[src/verilog/nip_consts.svh]
// Purpose: Constants of the nested priority interrupt controller
// Assumes: 100 MHz CLK, APB register access with 32-bit data
// Notes:   Offsets are byte addresses; hardware slot h sits at vector FFE0h + 2*h
//
// How it works
// - Sixteen fixed vector slots, four software levels, reset, trap and top-level are non-maskable.
// - Vectors fill FFE0h to FFFFh, a higher address meaning higher hardware priority.
// - Any reset loads the program counter from the vector at FFFEh and FFFFh.
// - Current software priority sits in condition code bits 5 and 3.
// - Levels encode as 10, 01, 00 and 11; level 3 disables maskable requests.
// - A request is taken only when the running instruction has finished.
// - Entry pushes program counter, X, accumulator and condition code onto the stack.
// - A maskable entry loads the priority bits from the serviced vector's own priority field.
// - After stacking the vector is loaded and the routine's first fetch follows.
// - Return from interrupt restores the stacked priority bits and the previous level.
// - Highest software level wins, ties go to the higher hardware slot.
// - An edge, trap or top-level request not taken stays latched until it becomes the winner.
// - Reset, trap and top-level rank above every software level in arbitration.
// - Non-maskable sources ignore the mask, stack (not reset) and enter at level 3.
// - Every non-maskable source wakes the processor from halt.
// - The top-level interrupt is raised on its selected edge of its pin.
// - Trap instruction raises a trap handled like top-level, which may preempt it.
// - After reset the first routine runs at level 3 with top hardware priority.
// - A maskable request needs its enable and a level above the current one.
// - External pin requests wake the processor from halt.
// - An external edge is latched and that latch clears on entry to its routine.
// - Enabled pins sharing a line are NANDed before detection.
// - Sense field 00 falling plus low level, 01 rising, 10 falling, 11 both.
// - A peripheral requests only while its flag and its enable are both set.
// - Writing level 0 into a priority field is ignored and the old value kept.
// - Hardware order rises from main through peripherals 8 to 0, groups 3 to 0, then top-level.
`ifndef NIP_CONSTS_SVH
`define NIP_CONSTS_SVH
`define NIP_OFF_SPR0     8'h00
`define NIP_OFF_SPR1     8'h04
`define NIP_OFF_SPR2     8'h08
`define NIP_OFF_SPR3     8'h0C
`define NIP_OFF_EXT_EN   8'h10
`define NIP_OFF_SENSE    8'h14
`define NIP_OFF_STATUS   8'h18
`define NIP_SPR_RST      8'hFF
`define NIP_SPR3_RO      4'hF
`define NIP_EXT_EN_RST   12'h000
`define NIP_SENSE_RST    8'h00
`define NIP_TLI_SEL_BIT  16
`define NIP_VEC_BASE_HI  11'h7FF
`define NIP_H_RESET      4'hF
`define NIP_H_TRAP       4'hE
`define NIP_H_TLI        4'hD
`define NIP_NUM_MASK     14
`define NIP_EXT_GROUPS   4
`define NIP_PINS_PER_GRP 3
`define NIP_NUM_PIN      12
`define NIP_NUM_PERIPH   9
`define NIP_FIRST_PERIPH 5
`define NIP_PRIO_L0      2'b10
`define NIP_PRIO_L1      2'b01
`define NIP_PRIO_L2      2'b00
`define NIP_PRIO_L3      2'b11
`define NIP_LVL_NM       3'd4
`define NIP_CC_HI_BIT    5
`define NIP_CC_LO_BIT    3
`define NIP_SENSE_LOWFALL 2'b00
`define NIP_SENSE_RISE   2'b01
`define NIP_SENSE_FALL   2'b10
`define NIP_SENSE_BOTH   2'b11
`define NIP_STACK_LAST   3'd4
`endif

[src/verilog/nip_pkg.sv]
// Purpose: Types of the nested priority interrupt controller
// Assumes: Constants come from nip_consts.svh
// Notes:   One-hot sequencer states
package nip_pkg;
  typedef enum logic [2:0] {
    NIP_IDLE  = 3'b001,
    NIP_STACK = 3'b010,
    NIP_VECT  = 3'b100
  } nip_state_t;
  typedef logic [1:0] nip_prio_t;
endpackage : nip_pkg

[src/verilog/nip_sync.sv]
// Purpose: Three-stage pin synchroniser with agreement filter
// Assumes: Input is asynchronous to CLK
// Notes:   Output moves only once stages two and three agree
`timescale 1ns/10ps
module nip_sync #(
  parameter logic RST_VAL = 1'b1
) (
  input  wire logic clk,
  input  wire logic rst_b,
  input  wire logic pin,
  output logic      sync_out
);
  logic s1_q, s2_q, s3_q, out_q;
  always_ff @(posedge clk) begin
    if (!rst_b) begin
      s1_q  <= RST_VAL;
      s2_q  <= RST_VAL;
      s3_q  <= RST_VAL;
      out_q <= RST_VAL;
    end else begin
      s1_q  <= pin;
      s2_q  <= s1_q;
      s3_q  <= s2_q;
      out_q <= (s2_q == s3_q) ? s3_q : out_q;
    end
  end
  assign sync_out = out_q;
endmodule : nip_sync

[src/verilog/nip_ext_group.sv]
// Purpose: One external interrupt line shared by a group of pins
// Assumes: Sense code as in nip_consts.svh
// Notes:   Set wins over the entry clear so a fresh edge is never lost
`timescale 1ns/10ps
`include "nip_consts.svh"
module nip_ext_group #(
  parameter int W = 3
) (
  input  wire logic         clk,
  input  wire logic         rst_b,
  input  wire logic [W-1:0] pins,
  input  wire logic [W-1:0] en,
  input  wire logic [1:0]   sense,
  input  wire logic         clr,
  output logic              req
);
  logic [W-1:0] s;
  logic         line, prev_q, pend_q, fall, rise, hit, any_en;
  for (genvar i = 0; i < W; i++) begin : g_sync
    nip_sync #(.RST_VAL(1'b1)) u_sync (.clk(clk), .rst_b(rst_b), .pin(pins[i]), .sync_out(s[i]));
  end
  assign any_en = |en;
  // Disabled pins count as high so they never pull the NAND
  assign line = any_en & ~&(s | ~en);
  assign fall = prev_q & ~line;
  assign rise = ~prev_q & line;
  assign hit  = (sense == `NIP_SENSE_RISE) ? rise :
                (sense == `NIP_SENSE_BOTH) ? (rise | fall) : fall;
  always_ff @(posedge clk) begin
    if (!rst_b) begin
      prev_q <= 1'b0;
      pend_q <= 1'b0;
    end else begin
      prev_q <= line;
      pend_q <= hit | (pend_q & ~clr);
    end
  end
  assign req = pend_q | ((sense == `NIP_SENSE_LOWFALL) & any_en & ~line);
endmodule : nip_ext_group

[src/verilog/nip_ctrl.sv]
// Purpose: Nested priority interrupt controller beside an 8-bit CPU core
// Assumes: CPU pulses INSN_END at each instruction boundary and writes
//          its stacked bytes while STACK_STB is high, one per cycle
// Notes:   APB slave answers with zero wait states
//
// The register offsets and the APB register port were decided locally.
`timescale 1ns/10ps
`include "nip_consts.svh"
module nip_ctrl (
  // Clock and reset
  input  wire logic        CLK,
  input  wire logic        RST_B,
  // APB slave
  input  wire logic        PSEL,
  input  wire logic        PENABLE,
  input  wire logic        PWRITE,
  input  wire logic [7:0]  PADDR,
  input  wire logic [31:0] PWDATA,
  output logic      [31:0] PRDATA,
  output logic             PREADY,
  output logic             PSLVERR,
  // CPU pipeline side
  input  wire logic        INSN_END,
  input  wire logic        TRAP_EXEC,
  input  wire logic        HALT_MODE,
  input  wire logic        CC_WE,
  input  wire logic [7:0]  CC_WDATA,
  output logic             BUSY,
  output logic             STACK_STB,
  output logic      [2:0]  STACK_SEL,
  output logic             VEC_LOAD,
  output logic      [15:0] VEC_ADDR,
  output logic             PRIO_BIT_HI,
  output logic             PRIO_BIT_LO,
  output logic             WAKE,
  // Interrupt sources
  input  wire logic [11:0] EXT_PIN,
  input  wire logic        TOP_LEVEL_IRQ,
  input  wire logic [8:0]  PERIPH_FLAG,
  input  wire logic [8:0]  PERIPH_EN
);
  nip_pkg::nip_state_t state_q;
  logic [7:0]  spr_q [0:3];
  logic [7:0]  spr_wr [0:3];
  logic [11:0] ext_en_q;
  logic        tli_rise_q;
  logic [7:0]  sense_q;
  logic [31:0] prdata_q;
  logic [3:0]  h_q;
  logic [2:0]  step_q;
  logic [1:0]  prio_q, prio_new_q;
  logic        tli_pend_q, trap_pend_q, wake_q;
  logic        tli_s, tli_prev_q;
  logic [1:0]  spr_fld [0:13];
  logic [3:0]  ext_req;
  logic [13:0] mreq;
  logic [14:0] req_h;
  logic [2:0]  cur_lvl, cand_lvl, best_lvl;
  logic [3:0]  best_h;
  logic        best_valid;

  function automatic logic [2:0] lvl_of(input logic [1:0] b);
    case (b)
      `NIP_PRIO_L0: lvl_of = 3'd0;
      `NIP_PRIO_L1: lvl_of = 3'd1;
      `NIP_PRIO_L2: lvl_of = 3'd2;
      default:      lvl_of = 3'd3;
    endcase
  endfunction : lvl_of

  // Register decode
  wire apb_wr    = PSEL & PENABLE & PWRITE;
  wire apb_setup = PSEL & ~PENABLE;
  wire sel_spr   = (PADDR[7:4] == 4'h0) & (PADDR[1:0] == 2'b00);
  wire sel_en    = PADDR == `NIP_OFF_EXT_EN;
  wire sel_sense = PADDR == `NIP_OFF_SENSE;
  wire sel_stat  = PADDR == `NIP_OFF_STATUS;
  wire addr_hit  = sel_spr | sel_en | sel_sense | sel_stat;
  wire [1:0] spr_idx = PADDR[3:2];

  assign PREADY  = 1'b1;
  assign PSLVERR = PSEL & PENABLE & ~addr_hit;
  assign PRDATA  = prdata_q;

  // Priority fields: a write of level 0 keeps the old field
  always_comb begin
    for (int r = 0; r < 4; r++) begin
      for (int f = 0; f < 4; f++) begin
        spr_wr[r][2*f +: 2] = (PWDATA[2*f +: 2] == `NIP_PRIO_L0) ? spr_q[r][2*f +: 2]
                                                                 : PWDATA[2*f +: 2];
      end
    end
    spr_wr[3][7:4] = `NIP_SPR3_RO;
  end

  always_comb begin
    for (int m = 0; m < `NIP_NUM_MASK; m++) begin
      spr_fld[m] = spr_q[m / 4][2 * (m % 4) +: 2];
    end
  end

  always_ff @(posedge CLK) begin
    if (!RST_B) begin
      for (int r = 0; r < 4; r++) begin
        spr_q[r] <= `NIP_SPR_RST;
      end
      ext_en_q   <= `NIP_EXT_EN_RST;
      tli_rise_q <= 1'b0;
      sense_q    <= `NIP_SENSE_RST;
    end else if (apb_wr) begin
      if (sel_spr) begin
        spr_q[spr_idx] <= spr_wr[spr_idx];
      end
      if (sel_en) begin
        ext_en_q   <= PWDATA[11:0];
        tli_rise_q <= PWDATA[`NIP_TLI_SEL_BIT];
      end
      if (sel_sense) begin
        sense_q <= PWDATA[7:0];
      end
    end
  end

  // Read data is captured in the setup cycle, shown in the access cycle
  wire [31:0] rd_mux = sel_spr   ? {24'h00_0000, spr_q[spr_idx]} :
                       sel_en    ? {15'h0000, tli_rise_q, 4'h0, ext_en_q} :
                       sel_sense ? {24'h00_0000, sense_q} :
                       sel_stat  ? {13'h0000, BUSY, prio_q, tli_pend_q, trap_pend_q, mreq} :
                                   32'h0000_0000;
  always_ff @(posedge CLK) begin
    if (!RST_B) begin
      prdata_q <= 32'h0000_0000;
    end else if (apb_setup) begin
      prdata_q <= rd_mux;
    end
  end

  // External groups, group 0 on the highest maskable slot
  for (genvar g = 0; g < `NIP_EXT_GROUPS; g++) begin : g_ext
    nip_ext_group #(.W(`NIP_PINS_PER_GRP)) u_grp (
      .clk   (CLK),
      .rst_b (RST_B),
      .pins  (EXT_PIN[g*`NIP_PINS_PER_GRP +: `NIP_PINS_PER_GRP]),
      .en    (ext_en_q[g*`NIP_PINS_PER_GRP +: `NIP_PINS_PER_GRP]),
      .sense (sense_q[2*g +: 2]),
      .clr   (VEC_LOAD && (h_q == 4'(12 - g))),
      .req   (ext_req[g])
    );
  end

  nip_sync #(.RST_VAL(1'b0)) u_tli_sync (.clk(CLK), .rst_b(RST_B), .pin(TOP_LEVEL_IRQ), .sync_out(tli_s));
  wire tli_edge = tli_rise_q ? (tli_s & ~tli_prev_q) : (~tli_s & tli_prev_q);

  always_ff @(posedge CLK) begin
    if (!RST_B) begin
      tli_prev_q  <= 1'b0;
      tli_pend_q  <= 1'b0;
      trap_pend_q <= 1'b0;
      wake_q      <= 1'b0;
    end else begin
      tli_prev_q  <= tli_s;
      tli_pend_q  <= tli_edge | (tli_pend_q & ~(VEC_LOAD && h_q == `NIP_H_TLI));
      trap_pend_q <= TRAP_EXEC | (trap_pend_q & ~(VEC_LOAD && h_q == `NIP_H_TRAP));
      wake_q      <= HALT_MODE & (tli_pend_q | trap_pend_q | (|ext_req));
    end
  end

  // Request per maskable vector index, then per hardware slot
  always_comb begin
    mreq = 14'h0000;
    for (int m = 1; m <= `NIP_EXT_GROUPS; m++) begin
      mreq[m] = ext_req[m-1];
    end
    for (int m = `NIP_FIRST_PERIPH; m < `NIP_NUM_MASK; m++) begin
      mreq[m] = PERIPH_FLAG[m - `NIP_FIRST_PERIPH] & PERIPH_EN[m - `NIP_FIRST_PERIPH];
    end
  end

  // Slot 0 is index 13; leaving it out would shift trap and top-level down a slot
  assign req_h = {trap_pend_q, tli_pend_q, mreq[1], mreq[2], mreq[3], mreq[4], mreq[5], mreq[6],
                  mreq[7], mreq[8], mreq[9], mreq[10], mreq[11], mreq[12], mreq[13]};
  assign cur_lvl = lvl_of(prio_q);

  // Scan upward so an equal level on a higher slot takes over
  always_comb begin
    best_valid = 1'b0;
    best_h     = 4'h0;
    best_lvl   = 3'd0;
    cand_lvl   = 3'd0;
    for (int h = 0; h < 15; h++) begin
      cand_lvl = (h >= 13) ? `NIP_LVL_NM : lvl_of(spr_fld[13 - h]);
      if (req_h[h] && (h >= 13 || cand_lvl > cur_lvl) && cand_lvl >= best_lvl) begin
        best_valid = 1'b1;
        best_h     = 4'(h);
        best_lvl   = cand_lvl;
      end
    end
  end

  // Entry sequencer; reset drops straight into the vector load
  always_ff @(posedge CLK) begin
    if (!RST_B) begin
      state_q    <= nip_pkg::NIP_VECT;
      h_q        <= `NIP_H_RESET;
      prio_new_q <= `NIP_PRIO_L3;
      step_q     <= 3'd0;
    end else begin
      case (state_q)
        nip_pkg::NIP_IDLE: begin
          if (INSN_END && best_valid) begin
            state_q    <= nip_pkg::NIP_STACK;
            h_q        <= best_h;
            prio_new_q <= (best_h >= `NIP_H_TLI) ? `NIP_PRIO_L3 : spr_fld[13 - best_h];
            step_q     <= 3'd0;
          end
        end
        nip_pkg::NIP_STACK: begin
          step_q <= step_q + 3'd1;
          if (step_q == `NIP_STACK_LAST) begin
            state_q <= nip_pkg::NIP_VECT;
          end
        end
        nip_pkg::NIP_VECT: begin
          state_q <= nip_pkg::NIP_IDLE;
        end
        default: begin
          state_q <= nip_pkg::NIP_IDLE;
        end
      endcase
    end
  end

  // Entry load wins; the CPU is stalled then, so no restore is dropped
  always_ff @(posedge CLK) begin
    if (!RST_B) begin
      prio_q <= `NIP_PRIO_L3;
    end else if (state_q == nip_pkg::NIP_VECT) begin
      prio_q <= prio_new_q;
    end else if (CC_WE) begin
      prio_q <= {CC_WDATA[`NIP_CC_HI_BIT], CC_WDATA[`NIP_CC_LO_BIT]};
    end
  end

  assign BUSY        = state_q != nip_pkg::NIP_IDLE;
  assign STACK_STB   = state_q == nip_pkg::NIP_STACK;
  assign STACK_SEL   = step_q;
  assign VEC_LOAD    = state_q == nip_pkg::NIP_VECT;
  assign VEC_ADDR    = {`NIP_VEC_BASE_HI, h_q, 1'b0};
  assign PRIO_BIT_HI = prio_q[1];
  assign PRIO_BIT_LO = prio_q[0];
  assign WAKE        = wake_q;

  // Checks
  logic [1:0] prev_spr0_f0;
  always_ff @(posedge CLK) begin
    prev_spr0_f0 <= spr_q[0][1:0];
  end
endmodule : nip_ctrl

[config.mk]
export PLATFORM = sky130hd
export DESIGN_NAME = nip_ctrl
export DESIGN_NICKNAME = d
export VERILOG_FILES = /design/src/verilog/nip_pkg.sv /design/src/verilog/nip_sync.sv /design/src/verilog/nip_ext_group.sv /design/src/verilog/nip_ctrl.sv
export VERILOG_INCLUDE_DIRS = /design/src /design/src/verilog
export SDC_FILE = /design/constraint.sdc
export NUM_CORES = 1
export LEC_CHECK = 0
export BUFFER_PORTS_ARGS = -buffer_cell sky130_fd_sc_hd__buf_4
export CAP_MARGIN = 20
export CORE_UTILIZATION = 45
export DETAILED_ROUTE_END_ITERATION = 8
export PLACE_DENSITY = 0.62
export SETUP_SLACK_MARGIN = 0.5
export SLEW_MARGIN = 5
export SYNTH_ARGS = -nofsm -noshare
export SYNTH_HDL_FRONTEND = slang
export SYNTH_SLANG_ARGS = --single-unit
[constraint.sdc]
create_clock -name CLK -period 37.7 [get_ports CLK]
set_clock_uncertainty 0.1 [all_clocks]
set_input_delay 7.54 -clock CLK [delete_from_list [all_inputs] [get_ports CLK]]
set_output_delay 7.54 -clock CLK [all_outputs]
set_load 0.005 [all_outputs]
==> results.txt <==
Setup repair after global routing left no endpoint under its margin. The post-CTS clock slew at the launch and capture registers of the worst setup and hold paths came out at roughly 0.060 ns. The cell count after synthesis is 992. The cell count of the worst hold path is 1. Counting every sink on the clock net gives 150. The number of buffers inserted by post-CTS setup repair came out at 0. The slowest stage of the critical path belongs to the cell o21ai_2. In this run, placement finished with an instance count of around 1300. In the post-synthesis netlist, the biggest area contributors are dfxtp_1, ha_1, edfxtp_1. The number of different library cells in the post-synthesis netlist is slightly above 80. The detailed-route via count is 7258. The run finished with clean final reports.

The floorplan die height came out at 142 µm. Dividing total power by cell area gives a power density of 39.4 nW/µm². The share of post-route cells with drive strength above 1 is between 15 and 20%. The register-to-register setup slack is between 15 and 20 ns.

In this design, the critical path's most frequently occurring cell is ha_1. The count of endpoints failing hold in the final timing report was 0. The data arrival time of the critical path came out at ~24 ns. The number of antenna violations at the first check in global routing is 0. The number of synthesized flops with an enable pin came out at 32. The sort of element at the end of the critical path is a register. By startpoint and endpoint, the worst setup path is classified as primary input to register. Entering global routing, the biggest net connects 66 pins.

Static timing analysis puts the maximum clock frequency at ~0.042 GHz. The HPWL after detailed placement is 16700 µm. The insertion delay of the later-clocked pin in the worst-skew pair came out at ~0.42 ns. The worst setup path is launched from a primary input.

The worst supply voltage drop on vdd came out at 29.8 µV. The repair_antennas step left the layout with diodes totalling 0. The number of primary I/O pins came out at 147. Counting both buffers and inverters, the worst setup path holds a total of 6.

The number of global-route vias before repair came out at between 6000 and 7000. The final-layout worst hold slack is 0.303 ns. The remaining number of nets flagged by the antenna check after routing is 0. In the synthesized netlist the async set-or-reset flop fraction comes to 0%. TritonCTS built the clock tree. The endpoint of the lowest-slack register-to-register path is prio_new_q[1]. The average instance area after synthesis is between 8 and 9 µm². The die covers slightly above 20000 µm².

The final-stage net count came out at roughly 1300. The last weighted congestion value of the routability-driven placer is 0.892. The total DRC errors in the routed layout came out at 0. The post-cts resize count is 0.

The number of endpoints failing setup at the final stage came out at 0. The number of warning messages in the yosys log is 0. The worst hold path terminates at g_ext[2].u_grp.g_sync[1].u_sync.s2_q. Data on the critical path is required at its endpoint by approximately 38 ns. For the pin with the worst max-slew slack, the measured transition is around 1.1 ns.

The clock tree buffer depth came out at 2. The final number of max-transition violations was 0. The clock tree synthesis step divided the H-tree into 4 levels.

The share of the clock period used by the worst path after layout is between 60% and 70%. After clock tree synthesis, the flow added hold-fix buffers numbering 0. Along the worst path, the maximum fanout reaches 16. The global-route wire length before repair is 35300 µm. The number of max-capacitance violations reported is 0. Excluding fillers, the count of instances in the completed layout stands at 1355. The final global-route overflow total came out at 0. The CTS buffer count came out at 17. The layout has around 1800 filler cells.

The synthesized netlist occupies a cell area of slightly below 9000 µm². The total wire length after detailed routing is 22300 µm. The number of placement rows came out at 50.

The layout overhead on the synthesized area came out at 16.6%. The worst hold path belongs to the class register to register. The average routed wire per standard cell is between 15 and 20 µm.

Sequential cells were found to cover ~38% of the synthesized design area. The leakage power of the design is between 4 and 5 nW. The critical hold path startpoint is g_ext[2].u_grp.g_sync[1].u_sync.s1_q. The critical path starts at PERIPH_FLAG[8]. The first routing iteration left between 400 and 500 violations. The die is roughly 140 µm wide. The time the final worst path needs with I/O delays and setup is around 24 ns. The share of Yosys cell area claimed by the top area cell type came out at 26.9%. The all-layer global routing usage is 23.0%. The buffer type at the clock tree root is clkbuf_16. For this run, the leading register cell type out of synthesis is dfxtp_1. In the final timing run, aggregate negative setup slack is 0 ns.

The worst relative slew slack is 24.4%. The cell depth of the worst flop-to-flop path came out at 87. The synthesis-stage register bit count is 150. The first detailed-routing pass ran for 5 iterations.

The family with the most delay on the worst path is compound AO/OA/AOI/OAI gates. The startpoint identified for the worst register-to-register timing path is prio_q[1]. The largest stage delay on the critical path came out at between 0.5 and 0.6 ns.

Buffers placed on the I/O ports in this run total 95. Of all cell types, the one taking the most synthesized area is dfxtp_1. The core area came out at between 15000 and 20000 µm². The effective utilization at floorplan came out at a little under half. The via count normalized by instance count is about 5.4.
[placed cells by master (no fill, tap or decap), drive strengths merged, types with 15 or more instances in the layout]
cell type,instances
clkbuf,18
dfxtp,118
nor3,24
a211oi,15
nor2b,16
inv,76
ha,82
o21ai,58
mux2i,23
edfxtp,32
nand2b,65
nand2,113
nor2,89
conb,26
buf,104
a21oi,70
[registers in the layout (all words and copies together) (netlist names), 3 cells and up]
register	flops
g_ext.u_grp.g_sync.u_sync.sync_out	12
STACK_SEL	3
spr_q	32
state_q	3
g_ext.u_grp.pend_q	4
sense_q	8
g_ext.u_grp.prev_q	4
h_q	4
g_ext.u_grp.g_sync.u_sync.s3_q	12
PRDATA	19
g_ext.u_grp.g_sync.u_sync.s2_q	12
ext_en_q	12
g_ext.u_grp.g_sync.u_sync.s1_q	12
[through the flow]
stage	utilization [%]	cell area (µm²)	worst slack [ns]	total power, mW
detailed placement	51.0	9670	13.62	0.243
finish	54.1	10300	13.86	0.404
global placement	51.0	9670	13.76	0.242
CTS	54.0	10200	14.03	0.408
global route	54.1	10300	12.73	0.424
floorplan	-	8880	15.39	0.224
[per-layer routing]
layer / part of all wire [%] / vias to the layer above / GRT usage [%]
met4: 1.4 / 0 / 6.56
met2: 45 / 224 / 36.3
met1: 48 / 3391 / 31.8
li1: - / 3616 / -
met3: 5.7 / 27 / 4.69
met5: 0 / - / 0
[Yosys cell counts (4+ instances only)]
library cell / instances
a2111o_1: 4
a211o_1: 4
a211oi_1: 14
a21o_1: 6
a21oi_1: 67
a22oi_1: 12
and2_1: 13
buf_1: 4
buf_4: 26
clkbuf_1: 25
dfxtp_1: 118
edfxtp_1: 32
ha_1: 82
inv_1: 68
mux2_2: 7
mux2i_1: 23
mux4_2: 7
nand2_1: 112
nand2b_1: 64
nand3_1: 13
nand4_1: 5
nor2_1: 89
nor2b_1: 13
nor3_1: 21
o2111ai_1: 7
o2111ai_2: 5
o211ai_1: 7
o21ai_0: 53
o22ai_1: 4
or2_2: 5
[cell families (layout without fill, tap and decap cells)]
group                      count (synthesis)  after routing  share of synthesized area [%]
and+or+nand+nor                          364            364                           20.6
AOI/OAI and AO/OA                        228            228                           17.6
DFF                                      150            150                           37.8
buffers and inverters                    126            205                           6.52
adders and majority gates                 84             84                           11.9
muxes                                     38             38                           5.48
other                                      2             26                         0.0854
[where the power goes]
group	total, mW	switching, mW	leakage, nW	internal, mW
clock network	0.164	0.0709	0.275	0.0928
registers	0.169	0.00202	1.18	0.167
logic	0.0717	0.0407	2.75	0.0310
[cell type report]
class / instances / area (µm²) / area share [%]
Inverter: 69 / 259 / 2.53
Timing Repair Buffer: 104 / 781 / 7.62
Clock buffer: 18 / 429 / 4.19
Clock inverter: 14 / 143 / 1.39
Tap cell: 260 / 325 / 3.17
Sequential cell: 150 / 3320 / 32.4
Multi-Input combinational cell: 740 / 4990 / 48.7
[worst max path at each step]
stage / end / slack, ns / depth (start not counted)
5_1_grt: prio_new_q[1] / 12.73 / 84
3_5_place_dp: prio_new_q[1] / 13.62 / 83
3_3_place_gp: prio_new_q[1] / 13.76 / 83
6_report: prio_new_q[1] / 13.86 / 84
2_1_floorplan: prio_new_q[1] / 15.39 / 82
4_1_cts: prio_new_q[1] / 14.03 / 83
[worst reg2reg max path: cells and delay by family (launching register included)]
family / cells / cell delay, ns
buffers and inverters: 7 / 1.04
AO/OA/AOI/OAI: 30 / 6.88
flip-flops: 1 / 0.37
adder cells (fa/ha/maj): 16 / 4.27
AND/OR/NAND/NOR: 29 / 3.81
multiplexers: 5 / 1.68
Power figures use the tool's default switching activity.
